[config.mk]
export PLATFORM = sky130hd
export DESIGN_NAME = rcc_regs
export DESIGN_NICKNAME = d
export VERILOG_FILES = /design/src/rcc_pkg.sv /design/src/rcc_regs.sv /design/src/rcc_sync.sv
export SDC_FILE = /design/constraint.sdc
export NUM_CORES = 1
export LEC_CHECK = 0
export ABC_AREA = 1
export BUFFER_PORTS_ARGS = -buffer_cell sky130_fd_sc_hd__buf_2
export CAP_MARGIN = 40
export CORE_AREA = 2 2 254 256
export DETAILED_ROUTE_END_ITERATION = 16
export DIE_AREA = 0 0 256 258
export SYNTH_ARGS = -nofsm -noshare
export SYNTH_HDL_FRONTEND = slang
export SYNTH_HIERARCHICAL = 1
export SYNTH_SLANG_ARGS = --single-unit
[constraint.sdc]
create_clock -name i_ref_clk -period 4.6 [get_ports i_ref_clk]
set_input_delay 0.92 -clock i_ref_clk [delete_from_list [all_inputs] [get_ports i_ref_clk]]
set_output_delay 0.92 -clock i_ref_clk [all_outputs]
set_load 0.01 [all_outputs]
[src/rcc_pkg.sv]
// Shared constants of the radio core control and status register bank.
// Assumes a plain register port with byte addresses on 32-bit words.
package rcc_pkg;

    // =====================================================================
    // Register byte addresses.
    // =====================================================================
    localparam logic [31:0] ADDR_CORE_CONTROL_TWO     = 32'h4000_0200;
    localparam logic [31:0] ADDR_EXCHANGE_MEMORY_BASE = 32'h4000_0208;
    localparam logic [31:0] ADDR_DIAG_SELECT_UPPER    = 32'h4000_020c;
    localparam logic [31:0] ADDR_EVENT_STATUS         = 32'h4000_0280;
    localparam logic [31:0] ADDR_EVENT_MASK           = 32'h4000_0284;

    // =====================================================================
    // Field positions of core_control_two.
    // =====================================================================
    localparam int FREQ_MSB       = 14;
    localparam int FREQ_LSB       = 9;
    localparam int PWRDN_BIT      = 8;
    localparam int MON_BIT        = 7;
    localparam int CLK_STAT_BIT   = 6;
    localparam int DIAG_OVR_BIT   = 3;
    localparam int ERR_MASK_BIT   = 2;
    localparam int ERR_ACK_BIT    = 1;
    localparam int ERR_STAT_BIT   = 0;

    // =====================================================================
    // Field positions of exchange_memory_base and diagnostic_select_upper.
    // =====================================================================
    localparam int EM_BASE_MSB    = 16;
    localparam int EM_BASE_LSB    = 10;
    localparam int DIAG_CH7_ENABLE_BIT   = 31;
    localparam int DIAG_CH7_SELECT_SEL_MSB  = 29;
    localparam int DIAG_CH7_SELECT_SEL_LSB  = 24;

    // =====================================================================
    // Event status and mask layout.
    // =====================================================================
    localparam int EVT_ERR_BIT    = 0;
    localparam int EVT_SLEEP_BIT  = 1;
    localparam int EVT_PWRDN_BIT  = 2;
    localparam int EVT_WIDTH      = 3;

    // =====================================================================
    // Reset values.
    // =====================================================================
    localparam logic [5:0]  RST_FREQ      = 6'h00;
    localparam logic        RST_ERR_MASK  = 1'b1;
    localparam logic [6:0]  RST_EM_BASE   = 7'h00;
    localparam logic        RST_DIAG_CH7_ENABLE  = 1'b0;
    localparam logic [5:0]  RST_DIAG_CH7_SELECT_SEL = 6'h00;
    localparam logic [2:0]  RST_EVT_MASK  = 3'h0;

    // =====================================================================
    // Timing: slow clock edges from sleep request to power-down permission.
    // =====================================================================
    localparam logic [1:0]  PWRDN_LP_EDGES = 2'h2;

    // Sleep sequencer states.
    typedef enum logic [1:0] {
        RCC_AWAKE,
        RCC_COUNTING,
        RCC_ASLEEP
    } rcc_sleep_t;

endpackage

[src/rcc_regs.sv]
// Control and status register bank of the link-layer radio core.
// Assumes a single-cycle register port with no wait states, a slow clock
// arriving on a pin, and event pulses from core logic on i_ref_clk.
`timescale 1ns/1ps
module rcc_regs (
    input  wire logic         i_ref_clk,
    input  wire logic         i_rst_n,
    // Register port.
    input  wire logic [31:0]  i_addr,
    input  wire logic [31:0]  i_wdata,
    input  wire logic         i_wr,
    input  wire logic         i_rd,
    output logic      [31:0]  o_rdata,
    // Core side.
    input  wire logic         i_slow_clk,
    input  wire logic         i_on_master_clock,
    input  wire logic         i_deep_sleep_request,
    input  wire logic         i_sleep_exit_irq,
    input  wire logic         i_mem_access_err_signal,
    input  wire logic [7:0]   i_core_diag_outputs,
    input  wire logic [511:0] i_diag_sources,
    output logic      [5:0]   o_master_freq_mhz,
    output logic      [6:0]   o_exchange_base_bits,
    output logic              o_powerdown_permitted,
    output logic              o_diag_override,
    output logic      [7:0]   o_diag_ch7_port,
    output logic      [7:0]   o_core_diag_outputs,
    output logic              o_core_error_irq,
    output logic              o_irq
);

    // =====================================================================
    // Declarations.
    // =====================================================================
    logic [5:0]             freq_r;
    logic                   pwrdn_r;
    logic                   mon_r;
    logic                   diag_ovr_r;
    logic                   err_mask_r;
    logic                   err_stat_r;
    logic [6:0]             em_base_r;
    logic                   diag_ch7_enable_r;
    logic [5:0]             diag_ch7_select_sel_r;
    logic [2:0]             evt_stat_r;
    logic [2:0]             evt_mask_r;
    logic [2:0]             evt_set;
    logic [1:0]             lp_cnt_r;
    logic                   slow_sync;
    logic                   slow_prev_r;
    logic                   slow_rise;
    logic                   clk_stat_sync;
    logic                   sleep_req_prev_r;
    logic                   sleep_req_rise;
    logic                   pwrdn_grant;
    logic                   wr_ctl;
    logic                   wr_base;
    logic                   wr_diag;
    logic                   wr_mask;
    logic                   rd_evt;
    logic [31:0]            rdata_nxt;
    logic [7:0]             diag_ch7_select_nxt;
    logic [7:0]             core_diag_nxt;
    rcc_pkg::rcc_sleep_t    sleep_r;

    // =====================================================================
    // Input synchronisers.
    // =====================================================================
    // The slow clock and the clock status come from other clock domains.
    rcc_sync #(
        .WIDTH (2)
    ) u_sync (
        .i_ref_clk (i_ref_clk),
        .i_rst_n   (i_rst_n),
        .i_async   ({i_slow_clk, i_on_master_clock}),
        .o_sync    ({slow_sync, clk_stat_sync})
    );

    // Edge detection on the synchronised slow clock, never on the first stage.
    always_ff @(posedge i_ref_clk or negedge i_rst_n) begin
        if (!i_rst_n) begin
            slow_prev_r <= 1'b0;
        end else begin
            slow_prev_r <= slow_sync;
        end
    end

    assign slow_rise = slow_sync & ~slow_prev_r;

    // =====================================================================
    // Address decode.
    // =====================================================================
    // Writes to unmapped addresses are dropped without effect.
    assign wr_ctl  = i_wr && (i_addr == rcc_pkg::ADDR_CORE_CONTROL_TWO);
    assign wr_base = i_wr && (i_addr == rcc_pkg::ADDR_EXCHANGE_MEMORY_BASE);
    assign wr_diag = i_wr && (i_addr == rcc_pkg::ADDR_DIAG_SELECT_UPPER);
    assign wr_mask = i_wr && (i_addr == rcc_pkg::ADDR_EVENT_MASK);
    assign rd_evt  = i_rd && (i_addr == rcc_pkg::ADDR_EVENT_STATUS);

    // =====================================================================
    // Writable control fields of core_control_two.
    // =====================================================================
    // The frequency field is only a declaration; correct use depends on
    // software loading it before the core is enabled.
    always_ff @(posedge i_ref_clk or negedge i_rst_n) begin
        if (!i_rst_n) begin
            freq_r     <= rcc_pkg::RST_FREQ;
            diag_ovr_r <= 1'b0;
            err_mask_r <= rcc_pkg::RST_ERR_MASK;
        end else if (wr_ctl) begin
            freq_r     <= i_wdata[rcc_pkg::FREQ_MSB:rcc_pkg::FREQ_LSB];
            diag_ovr_r <= i_wdata[rcc_pkg::DIAG_OVR_BIT];
            err_mask_r <= i_wdata[rcc_pkg::ERR_MASK_BIT];
        end
    end

    // =====================================================================
    // Slow clock edge monitor.
    // =====================================================================
    // A write of one is ignored; the hardware set wins over a clear in the
    // same cycle so no slow edge is ever lost.
    always_ff @(posedge i_ref_clk or negedge i_rst_n) begin
        if (!i_rst_n) begin
            mon_r <= 1'b0;
        end else if (slow_rise) begin
            mon_r <= 1'b1;
        end else if (wr_ctl && !i_wdata[rcc_pkg::MON_BIT]) begin
            mon_r <= 1'b0;
        end
    end

    // =====================================================================
    // Exchange memory access error status.
    // =====================================================================
    // An error arriving with the acknowledge keeps the status set.
    always_ff @(posedge i_ref_clk or negedge i_rst_n) begin
        if (!i_rst_n) begin
            err_stat_r <= 1'b0;
        end else if (i_mem_access_err_signal) begin
            err_stat_r <= 1'b1;
        end else if (wr_ctl && i_wdata[rcc_pkg::ERR_ACK_BIT]) begin
            err_stat_r <= 1'b0;
        end
    end

    // Error interrupt level, held as long as status and mask are both one.
    always_ff @(posedge i_ref_clk or negedge i_rst_n) begin
        if (!i_rst_n) begin
            o_core_error_irq <= 1'b0;
        end else begin
            o_core_error_irq <= err_stat_r & err_mask_r;
        end
    end

    // =====================================================================
    // Deep sleep sequencer.
    // =====================================================================
    // The grant is timed in slow clock edges, so it tracks the sleep timers
    // regardless of the master clock rate.
    always_ff @(posedge i_ref_clk or negedge i_rst_n) begin
        if (!i_rst_n) begin
            sleep_req_prev_r <= 1'b0;
        end else begin
            sleep_req_prev_r <= i_deep_sleep_request;
        end
    end

    assign sleep_req_rise = i_deep_sleep_request & ~sleep_req_prev_r;
    assign pwrdn_grant    = (sleep_r == rcc_pkg::RCC_COUNTING) && slow_rise
                            && (lp_cnt_r == rcc_pkg::PWRDN_LP_EDGES - 2'h1);

    // Sleep exit takes priority so a late request cannot grant power-down.
    always_ff @(posedge i_ref_clk or negedge i_rst_n) begin
        if (!i_rst_n) begin
            sleep_r  <= rcc_pkg::RCC_AWAKE;
            lp_cnt_r <= 2'h0;
        end else if (i_sleep_exit_irq) begin
            sleep_r  <= rcc_pkg::RCC_AWAKE;
            lp_cnt_r <= 2'h0;
        end else begin
            unique case (sleep_r)
                rcc_pkg::RCC_AWAKE: begin
                    lp_cnt_r <= 2'h0;
                    if (sleep_req_rise) begin
                        sleep_r <= rcc_pkg::RCC_COUNTING;
                    end
                end
                rcc_pkg::RCC_COUNTING: begin
                    if (pwrdn_grant) begin
                        sleep_r <= rcc_pkg::RCC_ASLEEP;
                    end else if (slow_rise) begin
                        lp_cnt_r <= lp_cnt_r + 2'h1;
                    end
                end
                rcc_pkg::RCC_ASLEEP: begin
                    lp_cnt_r <= 2'h0;
                end
                default: begin
                    sleep_r <= rcc_pkg::RCC_AWAKE;
                end
            endcase
        end
    end

    // Power-down permission flag, cleared together with the sleep exit event.
    always_ff @(posedge i_ref_clk or negedge i_rst_n) begin
        if (!i_rst_n) begin
            pwrdn_r <= 1'b0;
        end else if (i_sleep_exit_irq) begin
            pwrdn_r <= 1'b0;
        end else if (pwrdn_grant) begin
            pwrdn_r <= 1'b1;
        end
    end

    // =====================================================================
    // Exchange memory base and diagnostic channel seven selection.
    // =====================================================================
    always_ff @(posedge i_ref_clk or negedge i_rst_n) begin
        if (!i_rst_n) begin
            em_base_r <= rcc_pkg::RST_EM_BASE;
        end else if (wr_base) begin
            em_base_r <= i_wdata[rcc_pkg::EM_BASE_MSB:rcc_pkg::EM_BASE_LSB];
        end
    end

    always_ff @(posedge i_ref_clk or negedge i_rst_n) begin
        if (!i_rst_n) begin
            diag_ch7_enable_r  <= rcc_pkg::RST_DIAG_CH7_ENABLE;
            diag_ch7_select_sel_r <= rcc_pkg::RST_DIAG_CH7_SELECT_SEL;
        end else if (wr_diag) begin
            diag_ch7_enable_r  <= i_wdata[rcc_pkg::DIAG_CH7_ENABLE_BIT];
            diag_ch7_select_sel_r <= i_wdata[rcc_pkg::DIAG_CH7_SELECT_SEL_MSB:rcc_pkg::DIAG_CH7_SELECT_SEL_LSB];
        end
    end

    // =====================================================================
    // Diagnostic outputs.
    // =====================================================================
    // Channel seven picks one of 64 byte groups; disabled it drives zeros.
    // When overridden, the core diagnostic byte shows channel seven instead.
    always_comb begin
        diag_ch7_select_nxt = 8'h00;
        if (diag_ch7_enable_r) begin
            diag_ch7_select_nxt = i_diag_sources[{diag_ch7_select_sel_r, 3'h0} +: 8];
        end
        core_diag_nxt = diag_ovr_r ? diag_ch7_select_nxt : i_core_diag_outputs;
    end

    always_ff @(posedge i_ref_clk or negedge i_rst_n) begin
        if (!i_rst_n) begin
            o_diag_ch7_port     <= 8'h00;
            o_core_diag_outputs <= 8'h00;
        end else begin
            o_diag_ch7_port     <= diag_ch7_select_nxt;
            o_core_diag_outputs <= core_diag_nxt;
        end
    end

    // =====================================================================
    // Event status, mask and summary interrupt.
    // =====================================================================
    assign evt_set[rcc_pkg::EVT_ERR_BIT]   = i_mem_access_err_signal;
    assign evt_set[rcc_pkg::EVT_SLEEP_BIT] = i_sleep_exit_irq;
    assign evt_set[rcc_pkg::EVT_PWRDN_BIT] = pwrdn_grant;

    // A read clears the sticky bits, but an event in that cycle stays set.
    always_ff @(posedge i_ref_clk or negedge i_rst_n) begin
        if (!i_rst_n) begin
            evt_stat_r <= 3'h0;
        end else if (rd_evt) begin
            evt_stat_r <= evt_set;
        end else begin
            evt_stat_r <= evt_stat_r | evt_set;
        end
    end

    always_ff @(posedge i_ref_clk or negedge i_rst_n) begin
        if (!i_rst_n) begin
            evt_mask_r <= rcc_pkg::RST_EVT_MASK;
        end else if (wr_mask) begin
            evt_mask_r <= i_wdata[rcc_pkg::EVT_WIDTH-1:0];
        end
    end

    // The interrupt follows status one cycle later to come from a flop.
    always_ff @(posedge i_ref_clk or negedge i_rst_n) begin
        if (!i_rst_n) begin
            o_irq <= 1'b0;
        end else begin
            o_irq <= |(evt_stat_r & evt_mask_r);
        end
    end

    // =====================================================================
    // Read path.
    // =====================================================================
    // Reserved, write-only and unmapped bits all read as zero.
    always_comb begin
        rdata_nxt = 32'h0000_0000;
        if (i_rd) begin
            unique case (i_addr)
                rcc_pkg::ADDR_CORE_CONTROL_TWO: begin
                    rdata_nxt[rcc_pkg::FREQ_MSB:rcc_pkg::FREQ_LSB] = freq_r;
                    rdata_nxt[rcc_pkg::PWRDN_BIT]    = pwrdn_r;
                    rdata_nxt[rcc_pkg::MON_BIT]      = mon_r;
                    rdata_nxt[rcc_pkg::CLK_STAT_BIT] = clk_stat_sync;
                    rdata_nxt[rcc_pkg::DIAG_OVR_BIT] = diag_ovr_r;
                    rdata_nxt[rcc_pkg::ERR_MASK_BIT] = err_mask_r;
                    rdata_nxt[rcc_pkg::ERR_ACK_BIT]  = 1'b0;
                    rdata_nxt[rcc_pkg::ERR_STAT_BIT] = err_stat_r;
                end
                rcc_pkg::ADDR_EXCHANGE_MEMORY_BASE: begin
                    rdata_nxt[rcc_pkg::EM_BASE_MSB:rcc_pkg::EM_BASE_LSB] = em_base_r;
                end
                rcc_pkg::ADDR_DIAG_SELECT_UPPER: begin
                    rdata_nxt[rcc_pkg::DIAG_CH7_ENABLE_BIT] = diag_ch7_enable_r;
                    rdata_nxt[rcc_pkg::DIAG_CH7_SELECT_SEL_MSB:rcc_pkg::DIAG_CH7_SELECT_SEL_LSB] = diag_ch7_select_sel_r;
                end
                rcc_pkg::ADDR_EVENT_STATUS: begin
                    rdata_nxt[rcc_pkg::EVT_WIDTH-1:0] = evt_stat_r;
                end
                rcc_pkg::ADDR_EVENT_MASK: begin
                    rdata_nxt[rcc_pkg::EVT_WIDTH-1:0] = evt_mask_r;
                end
                default: begin
                    rdata_nxt = 32'h0000_0000;
                end
            endcase
        end
    end

    // Read data stands only in the cycle after the strobe, zero otherwise.
    always_ff @(posedge i_ref_clk or negedge i_rst_n) begin
        if (!i_rst_n) begin
            o_rdata <= 32'h0000_0000;
        end else begin
            o_rdata <= rdata_nxt;
        end
    end

    // =====================================================================
    // Plain field outputs.
    // =====================================================================
    assign o_master_freq_mhz     = freq_r;
    assign o_exchange_base_bits  = em_base_r;
    assign o_powerdown_permitted = pwrdn_r;
    assign o_diag_override       = diag_ovr_r;

endmodule

[src/rcc_sync.sv]
// Two-flop synchroniser for a level coming from outside the clock domain.
// Assumes the input is a level that stays stable for several clock cycles.
`timescale 1ns/1ps
module rcc_sync #(
    parameter int WIDTH = 1
) (
    input  wire logic             i_ref_clk,
    input  wire logic             i_rst_n,
    input  wire logic [WIDTH-1:0] i_async,
    output logic      [WIDTH-1:0] o_sync
);

    logic [WIDTH-1:0] meta_r;

    // =====================================================================
    // Synchroniser chain.
    // =====================================================================
    // Only the second stage is visible, so metastability stays contained.
    always_ff @(posedge i_ref_clk or negedge i_rst_n) begin
        if (!i_rst_n) begin
            meta_r <= '0;
            o_sync <= '0;
        end else begin
            meta_r <= i_async;
            o_sync <= meta_r;
        end
    end

endmodule
---- After elaboration in Yosys (flattened, before gate mapping) ----
Index checks and enable logic that the tools add are counted.
word-level totals
  flip-flop bits (word level) ............. 91
  input port bits ......................... 593
  output and inout bits ................... 65
operators by class
  $add $sub $neg .......................... 1
  eq/ne operators ......................... 13
  shift operators ......................... 1
  mux-type cells .......................... 25
  bitwise operators ....................... 7
  reductions and logical operators ........ 19
operators by type and width
  cell                                             count
  indexed part select 512 x 10 -> 8 bit            1
  == test 32 x 31 -> 1 bit, second input constant  5
  two-way mux 32 bit                               1
  two-way mux 8 bit                                2
  two-way mux 2 bit                                7
  != test 3 bit, second input constant             4
  one-hot mux 5 bit (2 select lines)               1
  logical AND 1 bit                                9
  one-hot mux 3 bit (3 select lines)               1
  two-way mux 1 bit                                8
  two-way mux 6 bit                                1
  one-hot mux 2 bit (3 select lines)               1
  AND reduction 3 bit                              2
  nonzero test 2 bit                               3
  == test 2 x 1 -> 1 bit, second input constant    2
  two-way mux 4 bit                                1
  one-hot mux 2 bit (2 select lines)               1
  AND 1 bit                                        3
  AND 3 bit                                        1
  two-way mux 3 bit                                1
  OR 3 bit                                         1
  nonzero test 3 bit                               1
  OR reduction 3 bit                               1
  adder 2 x 1 -> 2 bit, second input constant      1
  6 further kinds                                  7

---- Longest topological paths before layout ----
Gate-level depths: netlist of run 1.
  word-level depth ........................ 7
  depth in mapped cells ................... 14

---- By module ----
Netlist of run 1, hierarchy kept.
modules (own cells, without submodules)
  module    times used  cells each  area an instance (µm²)  sequential area each (µm²)
  rcc_regs  1           1529        8521.9                  1928.1
  rcc_sync  1           4           100.1                   100.1

---- Worst setup path before layout of run 1 ----
Ideal clock, no wire load.
  path kind ............................... input to register
  start ................................... input port i_addr[15]
  end ..................................... register freq_r[5], in the netlist o_master_freq_mhz[5]
  arrival time ............................ 1.938 ns
  data required time ...................... 4.482 ns
  path slack .............................. 2.544 ns
  stages .................................. 7
  cells stage by stage .................... nor2_1 > nand4_1 > nor4_2 > nand2_2 > buf_6 > nand2_1 > o21ai_2
between the ends
  longest elaborated chain between the ends .. 2
RTL lines
  what                      line             text
  start, declared           rcc_regs.sv:9    input wire logic [31:0] i_addr,
  == test 32 x 31 -> 1 bit  rcc_regs.sv:93   assign wr_ctl = i_wr && (i_addr == rcc_pkg::ADDR_CORE_CONTROL_TWO);
  logical AND 1 bit         rcc_regs.sv:93
  end signal, assigned      rcc_regs.sv:106  freq_r <= rcc_pkg::RST_FREQ;
  end signal, assigned      rcc_regs.sv:110  freq_r <= i_wdata[rcc_pkg::FREQ_MSB:rcc_pkg::FREQ_LSB];
  end, declared             rcc_regs.sv:35   logic [5:0] freq_r;
Every way passes these cells.
A chain may end at the register's enable or synchronous reset.

---- Worst setup path in the final report of run 1 ----
  start ................................... register diag_ch7_select_sel_r[0]
  end ..................................... register o_core_diag_outputs[5]
between the ends
  longest elaborated chain between the ends .. 3
RTL lines
  what                                   line             text
  start, declared                        rcc_regs.sv:43   logic [5:0] diag_ch7_select_sel_r;
  start signal, assigned                 rcc_regs.sv:229  diag_ch7_select_sel_r <= rcc_pkg::RST_DIAG_CH7_SELECT_SEL;
  start signal, assigned                 rcc_regs.sv:232  diag_ch7_select_sel_r <= i_wdata[rcc_pkg::DIAG_CH7_SELECT_SEL_MSB:rcc_pkg::DIAG_CH7_SELECT_SEL_LSB];
  indexed part select 512 x 10 -> 8 bit  rcc_regs.sv:244  diag_ch7_select_nxt = i_diag_sources[{diag_ch7_select_sel_r, 3'h0} +: 8];
  two-way mux 8 bit                      rcc_regs.sv:243  if (diag_ch7_enable_r) begin
  two-way mux 8 bit                      rcc_regs.sv:246  core_diag_nxt = diag_ovr_r ? diag_ch7_select_nxt : i_core_diag_outputs;
  net core_diag_nxt[5]                   rcc_regs.sv:62   logic [7:0] core_diag_nxt;
  end signal, assigned                   rcc_regs.sv:255  o_core_diag_outputs <= core_diag_nxt;
  end, declared                          rcc_regs.sv:27   output logic [7:0] o_core_diag_outputs,
The timed path passes the listed nets, and every way through them passes these cells.

==> out/qor.txt, run 1 <==
final core utilization: 0.199
slowest stage cell, crit path: dfrtp_4
total number of vias: 12100
leak pwr: 6.86 nW
core region area: 0.0636 mm^2
Syn Std Cell Area: 0.00862 mm^2
final WL: 53.2 mm
effective utilization at floorplan: 0.135
Fmax: 331 MHz
design area: 0.0127 mm^2
CP max stage delay: 660 ps
Worst Tran Pin Value: 882 ps
WP data required: 4870 ps
CTS Buf Count: 9
total die area: 0.0660 mm^2
pins over their slew limit: 0
drt wl/cell: 18.1 um
CTS resizes: 0
Yosys warnings: 6
Worst setup EP type: flop
family with the most delay on the worst path: simple AND/OR/NAND/NOR gates
Synth Instances: 1533
Slew headroom: 0.412
minimum clock period: 3020 ps
post-synth cell types: 36
DRC: 0
Site Rows: 93
pin count of the biggest net entering global routing: 148
antenna violations before repair: 5
PwrDens: 157 mW/mm^2
Worst Hold Class: reg2reg
commonest non-fill, non-tap cell in the layout: nand2_1
critical path class: reg2reg
Die Y: 258 um
Final Power: 1.99 mW
worst-path fanout max: 118
commonest non-fill, non-tap cells in the layout: nand2_1 (713), buf_2 (634), nand3_1 (459)
Hold Slack: 351 ps
port bufs: 635
GRT overflow: 0
Routed Antenna Nets: 0
# nets final: 2673
RSZ-0062 raised after global routing: false
Final setup viols: 0
period utilization: 0.657
Startpoint Class: flop
CTS Hold Bufs: 0
Max Cap Viol: 0
CTS tree: built
Worst Path Arrival: 3300 ps
setup tns final: 0 ps
run status: complete, no violations
post-synthesis sequential area ratio: 0.235
Clock Pin Slew Worst Setup and Hold Paths: 70 ps
Placer Congestion: 0.936
global-route wire length before repair: 74.6 mm
DP HPWL: 43.2 mm
DRT iter0 DRCs: 941
Max H-tree Level: 3
vias in the first global route: 11500
Hold Vio Cnt, Final: 0
Clock Tree Buf Depth: 2
CTS Sinks: 81
CP Cell Sequence: inv_8, buf_4, nand2_1, nand3_1, nand3_1, nand2_1, nand2_1, nand3_1, nand3_1, nand2_1, nand3_1, nand2_1
DR pass1 iterations: 5
Avg Cell Area, Syn: 5.62 um^2
clk_skew: 6.43 ps
Total GRT Usage: 0.151
Root Driver: clkbuf_16
die width: 256 um
worst vdd ir: 147 uV
cell area after placement: 0.0123 mm^2
I/O Pins: 658
FF+latch count, synth: 81
R2R Setup Slk: 1580 ps
Via density: 4.12
Area Growth Syn to Fin: 47.0%
post-CTS setup buffer count: 0
Bufs and invs on worst path: 2
share of cells above drive strength 1: 0.335
Clock Latency Late Sink: 340 ps
## sequential cells by signal (all words and copies together) (netlist names), 2 cells and up
signal / flops
o_diag_ch7_port: 8
evt_mask_r: 3
evt_stat_r: 3
o_exchange_base_bits: 7
o_core_diag_outputs: 8
lp_cnt_r: 2
u_sync/o_sync: 2
u_sync/meta_r: 2
o_rdata: 22
diag_ch7_select_sel_r: 6
o_master_freq_mhz: 6
sleep_r: 2
## logic make-up after synthesis
logic type | after synthesis | synth area share
other | 1 | 0.000435
flip-flops | 81 | 0.235
multiplexers | 9 | 0.0118
XOR/XNOR | 1 | 0.00102
adder cells (fa/ha/maj) | 1 | 0.00145
AND/OR/NAND/NOR | 1234 | 0.615
buffers and inverters | 173 | 0.112
AO/OA/AOI/OAI | 33 | 0.0225
## Yosys cell counts
library cell,instances,area share
nand2_1,713,0.31
nand3_1,459,0.27
dfrtp_1,80,0.23
buf_2,57,0.033
buf_4,43,0.037
nor2_1,40,0.017
inv_1,37,0.016
o21ai_0,12,0.0070
a21oi_1,11,0.0064
buf_6,11,0.014
nand4_1,10,0.0073
buf_1,8,0.0035
mux2_1,7,0.0091
clkbuf_1,6,0.0026
o21ai_2,6,0.0061
inv_2,5,0.0022
clkinv_1,4,0.0017
mux2_2,2,0.0026
nand2_2,2,0.0015
nor3_1,2,0.0012
nor4_2,2,0.0029
o21ai_1,2,0.0012
a211oi_1,1,0.00087
clkinv_2,1,0.00058
conb_1,1,0.00043
dfstp_2,1,0.0030
ha_1,1,0.0015
inv_4,1,0.00073
nand3_2,1,0.0012
nand4_2,1,0.0015
nand4_4,1,0.0025
nor2_2,1,0.00073
nor2_4,1,0.0013
nor3_2,1,0.0012
o41ai_1,1,0.0010
xnor2_1,1,0.0010
## where the power goes
part	internal, mW	leakage [nW]	switching, mW
clock network	0.486	0.159	0.323
registers	0.719	1.06	0.00220
logic	0.240	5.64	0.223
## per-layer routing
layer | share of wire | wire [um] | up-vias | track usage
met2 | 0.49 | 26000 | 550 | 0.268
met3 | 0.058 | 3100 | 40 | 0.0216
met5 | 0 | 0 | - | 0
li1 | - | - | 6075 | -
met1 | 0.43 | 22900 | 5459 | 0.190
met4 | 0.022 | 1190 | 0 | 0.0419
## stage by stage
step | setup slack [ps] | cells
after CTS | 1510 | 2939
after detailed placement | 1530 | 2923
after global routing | 1290 | 2944
after global placement | 1530 | 2922
final | 1580 | 2944
after floorplan | 2540 | 1542
## worst paths after layout
kind                                     startpoint  cells after the start                     end
max                        diag_ch7_select_sel_r[0]                     12  o_core_diag_outputs[5]
min                                u_sync/meta_r[1]                      0        u_sync/o_sync[1]
max reg2reg                diag_ch7_select_sel_r[0]                     12  o_core_diag_outputs[5]
min reg2reg                        u_sync/meta_r[1]                      0        u_sync/o_sync[1]
max in group asynchronous                   i_rst_n                      2             o_rdata[14]
min in group asynchronous                   i_rst_n                      1    o_master_freq_mhz[0]
## final cells by class
class	count	area, um^2
multi-input combinational	1288	5660
fill	7457	51000
tap	855	1070
clock buffer	9	225
sequential	81	2040
timing repair buffer	651	3370
antenna	5	12.5
clock inverter	7	105
inverter	48	191
No activity file was read; power rests on OpenSTA's default activity.
==> run 2: changes to the inputs <==
--- a/config.mk
+++ b/config.mk
@@ -8,9 +8,9 @@
 export ABC_AREA = 1
 export BUFFER_PORTS_ARGS = -buffer_cell sky130_fd_sc_hd__buf_2
 export CAP_MARGIN = 40
-export CORE_AREA = 2 2 254 256
+export CORE_AREA = 2 2 256 258
 export DETAILED_ROUTE_END_ITERATION = 16
-export DIE_AREA = 0 0 256 258
+export DIE_AREA = 0 0 258 260
 export SYNTH_ARGS = -nofsm -noshare
 export SYNTH_HDL_FRONTEND = slang
 export SYNTH_HIERARCHICAL = 1
==> constraint.sdc (replaced) <==
create_clock -name i_ref_clk -period 2.4 [get_ports i_ref_clk]
set_input_delay 0.48 -clock i_ref_clk [delete_from_list [all_inputs] [get_ports i_ref_clk]]
set_output_delay 0.48 -clock i_ref_clk [all_outputs]
set_load 0.01 [all_outputs]
==> run 2 against run 1 <==
Clock skew rose by 1.6 ps. Critical path depth unchanged. Total power is 93% higher. Non-clock buffer count grew 49. Maximum frequency is 31% higher. Global-route usage shrank 0.077 points. Via count rose by 1.4%. Critical endpoint is now o_core_diag_outputs[2].
==> out/qor.txt, run 2 (synthesized netlist as in run 1, its figures left out) <==
run status: complete, no violations
Via density: 4.11 (-0.17%)
Net Sw Frac: 0.279 (+0.00379)
Hold Vio Cnt, Final: 0 (unchanged)
Clock Latency Late Sink: 350 ps (about the same)
Total GRT Usage: 0.150 (-0.000772)
drt wl/cell: 18.3 um (+1.4%)
antenna violations before repair: 12 (+7)
capture point of the worst path: o_core_diag_outputs[2]
Worst Hold Class: in2async
critical path class: reg2reg
# nets final: 2722 (+1.8%)
leak pwr: 7.18 nW (+4.7%)
Worst setup EP type: flop
commonest non-fill, non-tap cell in the layout: nand2_1
Area Growth Syn to Fin: 54.0%
top flop regs: o_rdata x22, o_core_diag_outputs x8, o_diag_ch7_port x8
WP data required: 2630 ps (-2240 ps)
CTS Sinks: 81 (unchanged)
CTS Hold Bufs: 0 (unchanged)
CP Cell Sequence: buf_4, buf_16, nand2_1, nand3_1, nand3_1, nand2_1, nand2_1, nand3_1, nand3_1, nand2_1, nand3_1, nand2_1
total die area: 0.0671 mm^2 (+1.6%)
register name with the most flops: o_rdata
Fmax: 432 MHz (+31%)
port bufs: 635 (unchanged)
slowest stage cell, crit path: dfrtp_4
clk_skew: 8.07 ps (+1.64 ps)
Critical path origin: diag_ch7_select_sel_r[0]
pins over their slew limit: 0 (unchanged)
GRT overflow: 0 (unchanged)
DRC: 0 (unchanged)
CTS Buf Count: 9 (unchanged)
commonest non-fill, non-tap cells in the layout: nand2_1 (712), buf_2 (634), nand3_1 (455)
Net Switching: 1.07 mW (+96%)
share of cells above drive strength 1: 0.353 (+0.0171)
Setup WS post-layout: 84.7 ps (-1490 ps)
period utilization: 0.965 (+0.307)
cell area after placement: 0.0128 mm^2 (+3.8%)
vias in the first global route: 11500 (+0.62%)
Root Driver: clkbuf_16
I/O Pins: 658 (unchanged)
setup tns final: 0 ps (unchanged)
Worst Path Arrival: 2550 ps (-750 ps)
Hold Slack: 94.3 ps (-257 ps)
R2R Setup Slk: 80 ps (-1490 ps)
reg2reg start: diag_ch7_select_sel_r[0]
Startpoint Class: flop
worst vdd ir: 298 uV (+100%)
pin count of the biggest net entering global routing: 102 (-31%)
clock network power share: 0.408 (+0.002)
RSZ-0062 raised after global routing: true
design area: 0.0133 mm^2 (+4.7%)
Slew headroom: 0.606 (+0.194)
Worst Tran Pin Value: 587 ps (-295 ps)
die width: 258 um (+0.78%)
max reg flops: 22 (unchanged)
Site Rows: 93 (unchanged)
Die Y: 260 um (+0.78%)
sequential power share: 0.359 (-0.003)
worst-path fanout max: 51 (-57%)
Routed Antenna Nets: 0 (unchanged)
DR pass1 iterations: 5 (unchanged)
Final setup viols: 0 (unchanged)
Clock Pin Slew Worst Setup and Hold Paths: 70 ps (about the same)
combinational power share: 0.233 (about the same)
Worst Setup Slack post-DPL: 50.4 ps (-1480 ps)
final WL: 54.8 mm (+2.9%)
global-route wire length before repair: 74.0 mm (-0.79%)
CTS tree: built
DP HPWL: 45.2 mm (+4.6%)
Max Cap Viol: 0 (unchanged)
minimum clock period: 2320 ps (-708 ps)
Max H-tree Level: 3 (unchanged)
core region area: 0.0641 mm^2 (+0.73%)
Placer Congestion: 0.939 (+0.38%)
effective utilization at floorplan: 0.134 (-0.000983)
CP max stage delay: 560 ps (-100 ps)
PwrDens: 290 mW/mm^2 (+85%)
FF-to-FF End: o_core_diag_outputs[2]
dpl cells: 2967 (+1.5%)
reg2reg path depth: 12 (unchanged)
total number of vias: 12300 (+1.4%)
Int Power: 2.78 mW (+92%)
DRT iter0 DRCs: 948 (+0.74%)
Finished Layout Cells: 2989 (+1.5%)
Clock Tree Buf Depth: 2 (unchanged)
run 2: cell type report:
cell class | instances | area (um^2)
fill | 7388 | 50800
multi-input combinational | 1288 | 5680
timing repair buffer | 700 | 3950
sequential | 81 | 2040
tap | 855 | 1070
clock buffer | 9 | 225
inverter | 48 | 198
clock inverter | 7 | 109
antenna | 1 | 2.50
run 2: worst min path at each step:
stage                      from                    end  cells after the start
6_report                i_rst_n  o_powerdown_permitted                      1
5_1_grt                 i_rst_n  o_powerdown_permitted                      1
4_1_cts                 i_rst_n       u_sync/o_sync[0]                      1
3_5_place_dp   u_sync/meta_r[1]       u_sync/o_sync[1]                      0
3_3_place_gp   u_sync/meta_r[1]       u_sync/o_sync[1]                      0
2_1_floorplan           i_rst_n      diag_ch7_enable_r                      0
run 2: metal layers:
metal	wire (um)	track usage
met1	22600	0.183
met2	26900	0.273
met3	3900	0.0269
met4	1400	0.0369
met5	61	0
run 2: through the flow:
step	util	power, mW
floorplan	-	1.68
global placement	0.200	2.31
detailed placement	0.200	2.32
CTS	0.205	3.91
global route	0.207	4.07
finish	0.207	3.85
run 2: power by group through the flow:
stage               clock (mW)  sequential (mW)  combinational, mW
global placement             0             1.41              0.903
CTS                       1.62             1.38              0.912
detailed placement           0             1.41              0.907
global route              1.68             1.38               1.00
finish                    1.57             1.38              0.900
floorplan                    0             1.41              0.271
run 2: what timing repair did:
action                     CTS  global route
setup buffers                0             2
resized for setup            0            10
setup endpoints to repair    0             9
hold endpoints to repair     0             0
run 2: critical path: cells and delay by family, from the launching register on:
kind,cells,cell delay [ps]
AND/OR/NAND/NOR,10,1200
flip-flops,1,560
buffers and inverters,2,360
==> run 3: changes to the inputs <==
--- a/config.mk
+++ b/config.mk
@@ -8,9 +8,12 @@
 export ABC_AREA = 1
 export BUFFER_PORTS_ARGS = -buffer_cell sky130_fd_sc_hd__buf_2
 export CAP_MARGIN = 40
-export CORE_AREA = 2 2 256 258
+export CELL_PAD_IN_SITES_DETAIL_PLACEMENT = 1
+export CELL_PAD_IN_SITES_GLOBAL_PLACEMENT = 2
+export CORE_AREA = 2 2 257 259
 export DETAILED_ROUTE_END_ITERATION = 16
-export DIE_AREA = 0 0 258 260
+export DIE_AREA = 0 0 259 261
+export PLACE_DENSITY_LB_ADDON = 0.1
 export SYNTH_ARGS = -nofsm -noshare
 export SYNTH_HDL_FRONTEND = slang
 export SYNTH_HIERARCHICAL = 1
==> constraint.sdc (replaced) <==
create_clock -name i_ref_clk -period 2 [get_ports i_ref_clk]
set_input_delay 0.4 -clock i_ref_clk [delete_from_list [all_inputs] [get_ports i_ref_clk]]
set_output_delay 0.4 -clock i_ref_clk [all_outputs]
set_load 0.01 [all_outputs]
==> run 3 against run 2 <==
The flow now finishes with violations (setup timing). Wire length rose by 26%. Critical path depth rose by 2. Final cell count rose by 3.2%. Total power rose by 14%. Critical path type unchanged. Largest cell class unchanged.
==> out/qor.txt, run 3 (synthesized netlist as in run 1, its figures left out) <==
final core utilization: 0.237 (+0.0299)
I/O Pins: 658 (unchanged)
pin count of the biggest net entering global routing: 35 (-66%)
top flop regs: o_rdata x22, o_core_diag_outputs x8, o_diag_ch7_port x8
CP Cell Sequence: buf_12, clkinv_16, buf_16, buf_12, nand2_1, nand3_1, nand3_1, nand2_2, nand2_1, nand3_2, nand3_4, nand2_2, nand3_2, nand2_1
die width: 259 um (+0.39%)
GRT overflow: 0 (unchanged)
minimum clock period: 2030 ps (-289 ps)
worst-path fanout max: 10 (-80%)
Setup WS post-layout: -26.5 ps (-111 ps)
critical path class: reg2reg
failing checks: setup timing
leak pwr: 8.03 nW (+12%)
Slew headroom: 0.411 (-0.195)
# nets final: 2796 (+2.7%)
register name with the most flops: o_rdata
Max Cap Viol: 0 (unchanged)
CTS Sinks: 81 (unchanged)
Max H-tree Level: 3 (unchanged)
Bufs and invs on worst path: 4 (+2)
DP HPWL: 54.9 mm (+21%)
effective utilization at floorplan: 0.133 (-0.00191)
max reg flops: 22 (unchanged)
worst vdd ir: 400 uV (+34%)
clock network power share: 0.347 (-0.061)
commonest non-fill, non-tap cell in the layout: buf_2
Root Driver: clkbuf_16
Net Sw Frac: 0.295 (+0.0161)
DR pass1 iterations: 5 (unchanged)
Net Switching: 1.29 mW (+20%)
Clock Latency Late Sink: 340 ps (about the same)
Worst Hold Class: in2reg
slowest stage cell, crit path: dfrtp_4
Final Power: 4.38 mW (+14%)
Hold Vio Cnt, Final: 0 (unchanged)
dpl cells: 3018 (+1.7%)
port bufs: 635 (unchanged)
final WL: 68.9 mm (+26%)
PwrDens: 284 mW/mm^2 (-2.2%)
cell mode on critical path: nand2_1
Finished Layout Cells: 3084 (+3.2%)
Total GRT Usage: 0.194 (+0.0439)
core region area: 0.0650 mm^2 (+1.4%)
# fillers: 8213 (+11%)
Final setup viols: 7 (+7)
Worst Path Arrival: 2260 ps (-290 ps)
Startpoint Class: flop
total number of vias: 13000 (+5.4%)
run status: finished, violations left
sequential power share: 0.379 (+0.020)
combinational power share: 0.273 (+0.040)
CP max stage delay: 440 ps (-120 ps)
Worst setup EP type: flop
Site Rows: 94 (+1.1%)
vias in the first global route: 14100 (+23%)
Die Y: 261 um (+0.38%)
design area: 0.0154 mm^2 (+16%)
Placer Congestion: 0.870 (-7.4%)
Area Growth Syn to Fin: 78.8%
pins over their slew limit: 0 (unchanged)
WP data required: 2230 ps (-400 ps)
Worst Setup Slack post-DPL: -251 ps (-301 ps)
DRT iter0 DRCs: 593 (-37%)
Routed Antenna Nets: 0 (unchanged)
Via density: 4.20 (+2.2%)
Worst Tran Pin Value: 879 ps (+291 ps)
period utilization: 1.01 (+0.0486)
drt wl/cell: 22.3 um (+22%)
total die area: 0.0676 mm^2 (+0.77%)
global-route wire length before repair: 96.5 mm (+30%)
setup tns final: -102 ps (-102 ps)
antenna violations before repair: 19 (+7)
RSZ-0062 raised after global routing: true
cell area after placement: 0.0132 mm^2 (+3.3%)
share of cells above drive strength 1: 0.475 (+0.123)
Clock Pin Slew Worst Setup and Hold Paths: 60 ps (about the same)
CTS tree: built
Hold Slack: 164 ps (+69.8 ps)
CTS Buf Count: 9 (unchanged)
DRC: 0 (unchanged)
family with the most delay on the worst path: simple AND/OR/NAND/NOR gates
Clock Tree Buf Depth: 2 (unchanged)
Fmax: 493 MHz (+14%)
clk_skew: 7.76 ps (-0.313 ps)
Int Power: 3.09 mW (+11%)
commonest non-fill, non-tap cells in the layout: buf_2 (634), nand2_1 (620), nand3_1 (324)
[run 3: timing repair]
item | CTS | global route
buffers inserted | 15 | 3
gates cloned | 15 | 5
hold endpoints to repair | 24 | 0
pin swaps | 38 | 59
hold buffers | 1 | 0
setup endpoints to repair | 16 | 16
gates resized for setup | 154 | 124
[run 3: cell type report]
class / count / area (um^2) / area share
repair inverters: 1 / 30.0 / 0.00195
inverters: 48 / 210 / 0.0136
flip-flops and latches: 81 / 2040 / 0.132
well taps: 864 / 1080 / 0.0701
clock inverters: 5 / 32.5 / 0.00211
repair buffers: 773 / 5090 / 0.330
clock buffers: 11 / 233 / 0.0151
diodes: 13 / 32.5 / 0.00211
multi-input cells: 1288 / 6670 / 0.432
[run 3: final timing paths]
path                                     startpoint                     end  slack, ps  cells after the start
max                        diag_ch7_select_sel_r[0]  o_core_diag_outputs[3]        -30                     14
min                               i_on_master_clock        u_sync/meta_r[0]        160                      1
max reg2reg                diag_ch7_select_sel_r[0]  o_core_diag_outputs[3]        -30                     14
min in group asynchronous                   i_rst_n              o_rdata[6]        540                      2
max in group asynchronous                   i_rst_n             o_rdata[15]        880                      3
min reg2reg                        u_sync/meta_r[0]        u_sync/o_sync[0]        350                      0
[run 3: metal layers]
layer | track usage | vias up | share of wire
met5 | 0 | - | 0.0012
met4 | 0.0417 | 14 | 0.017
met3 | 0.0415 | 55 | 0.056
met2 | 0.351 | 359 | 0.51
met1 | 0.236 | 6190 | 0.42
li1 | - | 6336 | -
[run 3: power groups by stage]
| stage | sequential (mW) | combinational, mW | clock, mW |
|---|---|---|---|
| floorplan | 1.70 | 0.325 | 0 |
| global placement | 1.69 | 1.14 | 0 |
| detailed placement | 1.69 | 1.14 | 0 |
| CTS | 1.66 | 1.18 | 1.59 |
| global route | 1.66 | 1.34 | 1.65 |
| finish | 1.66 | 1.20 | 1.52 |
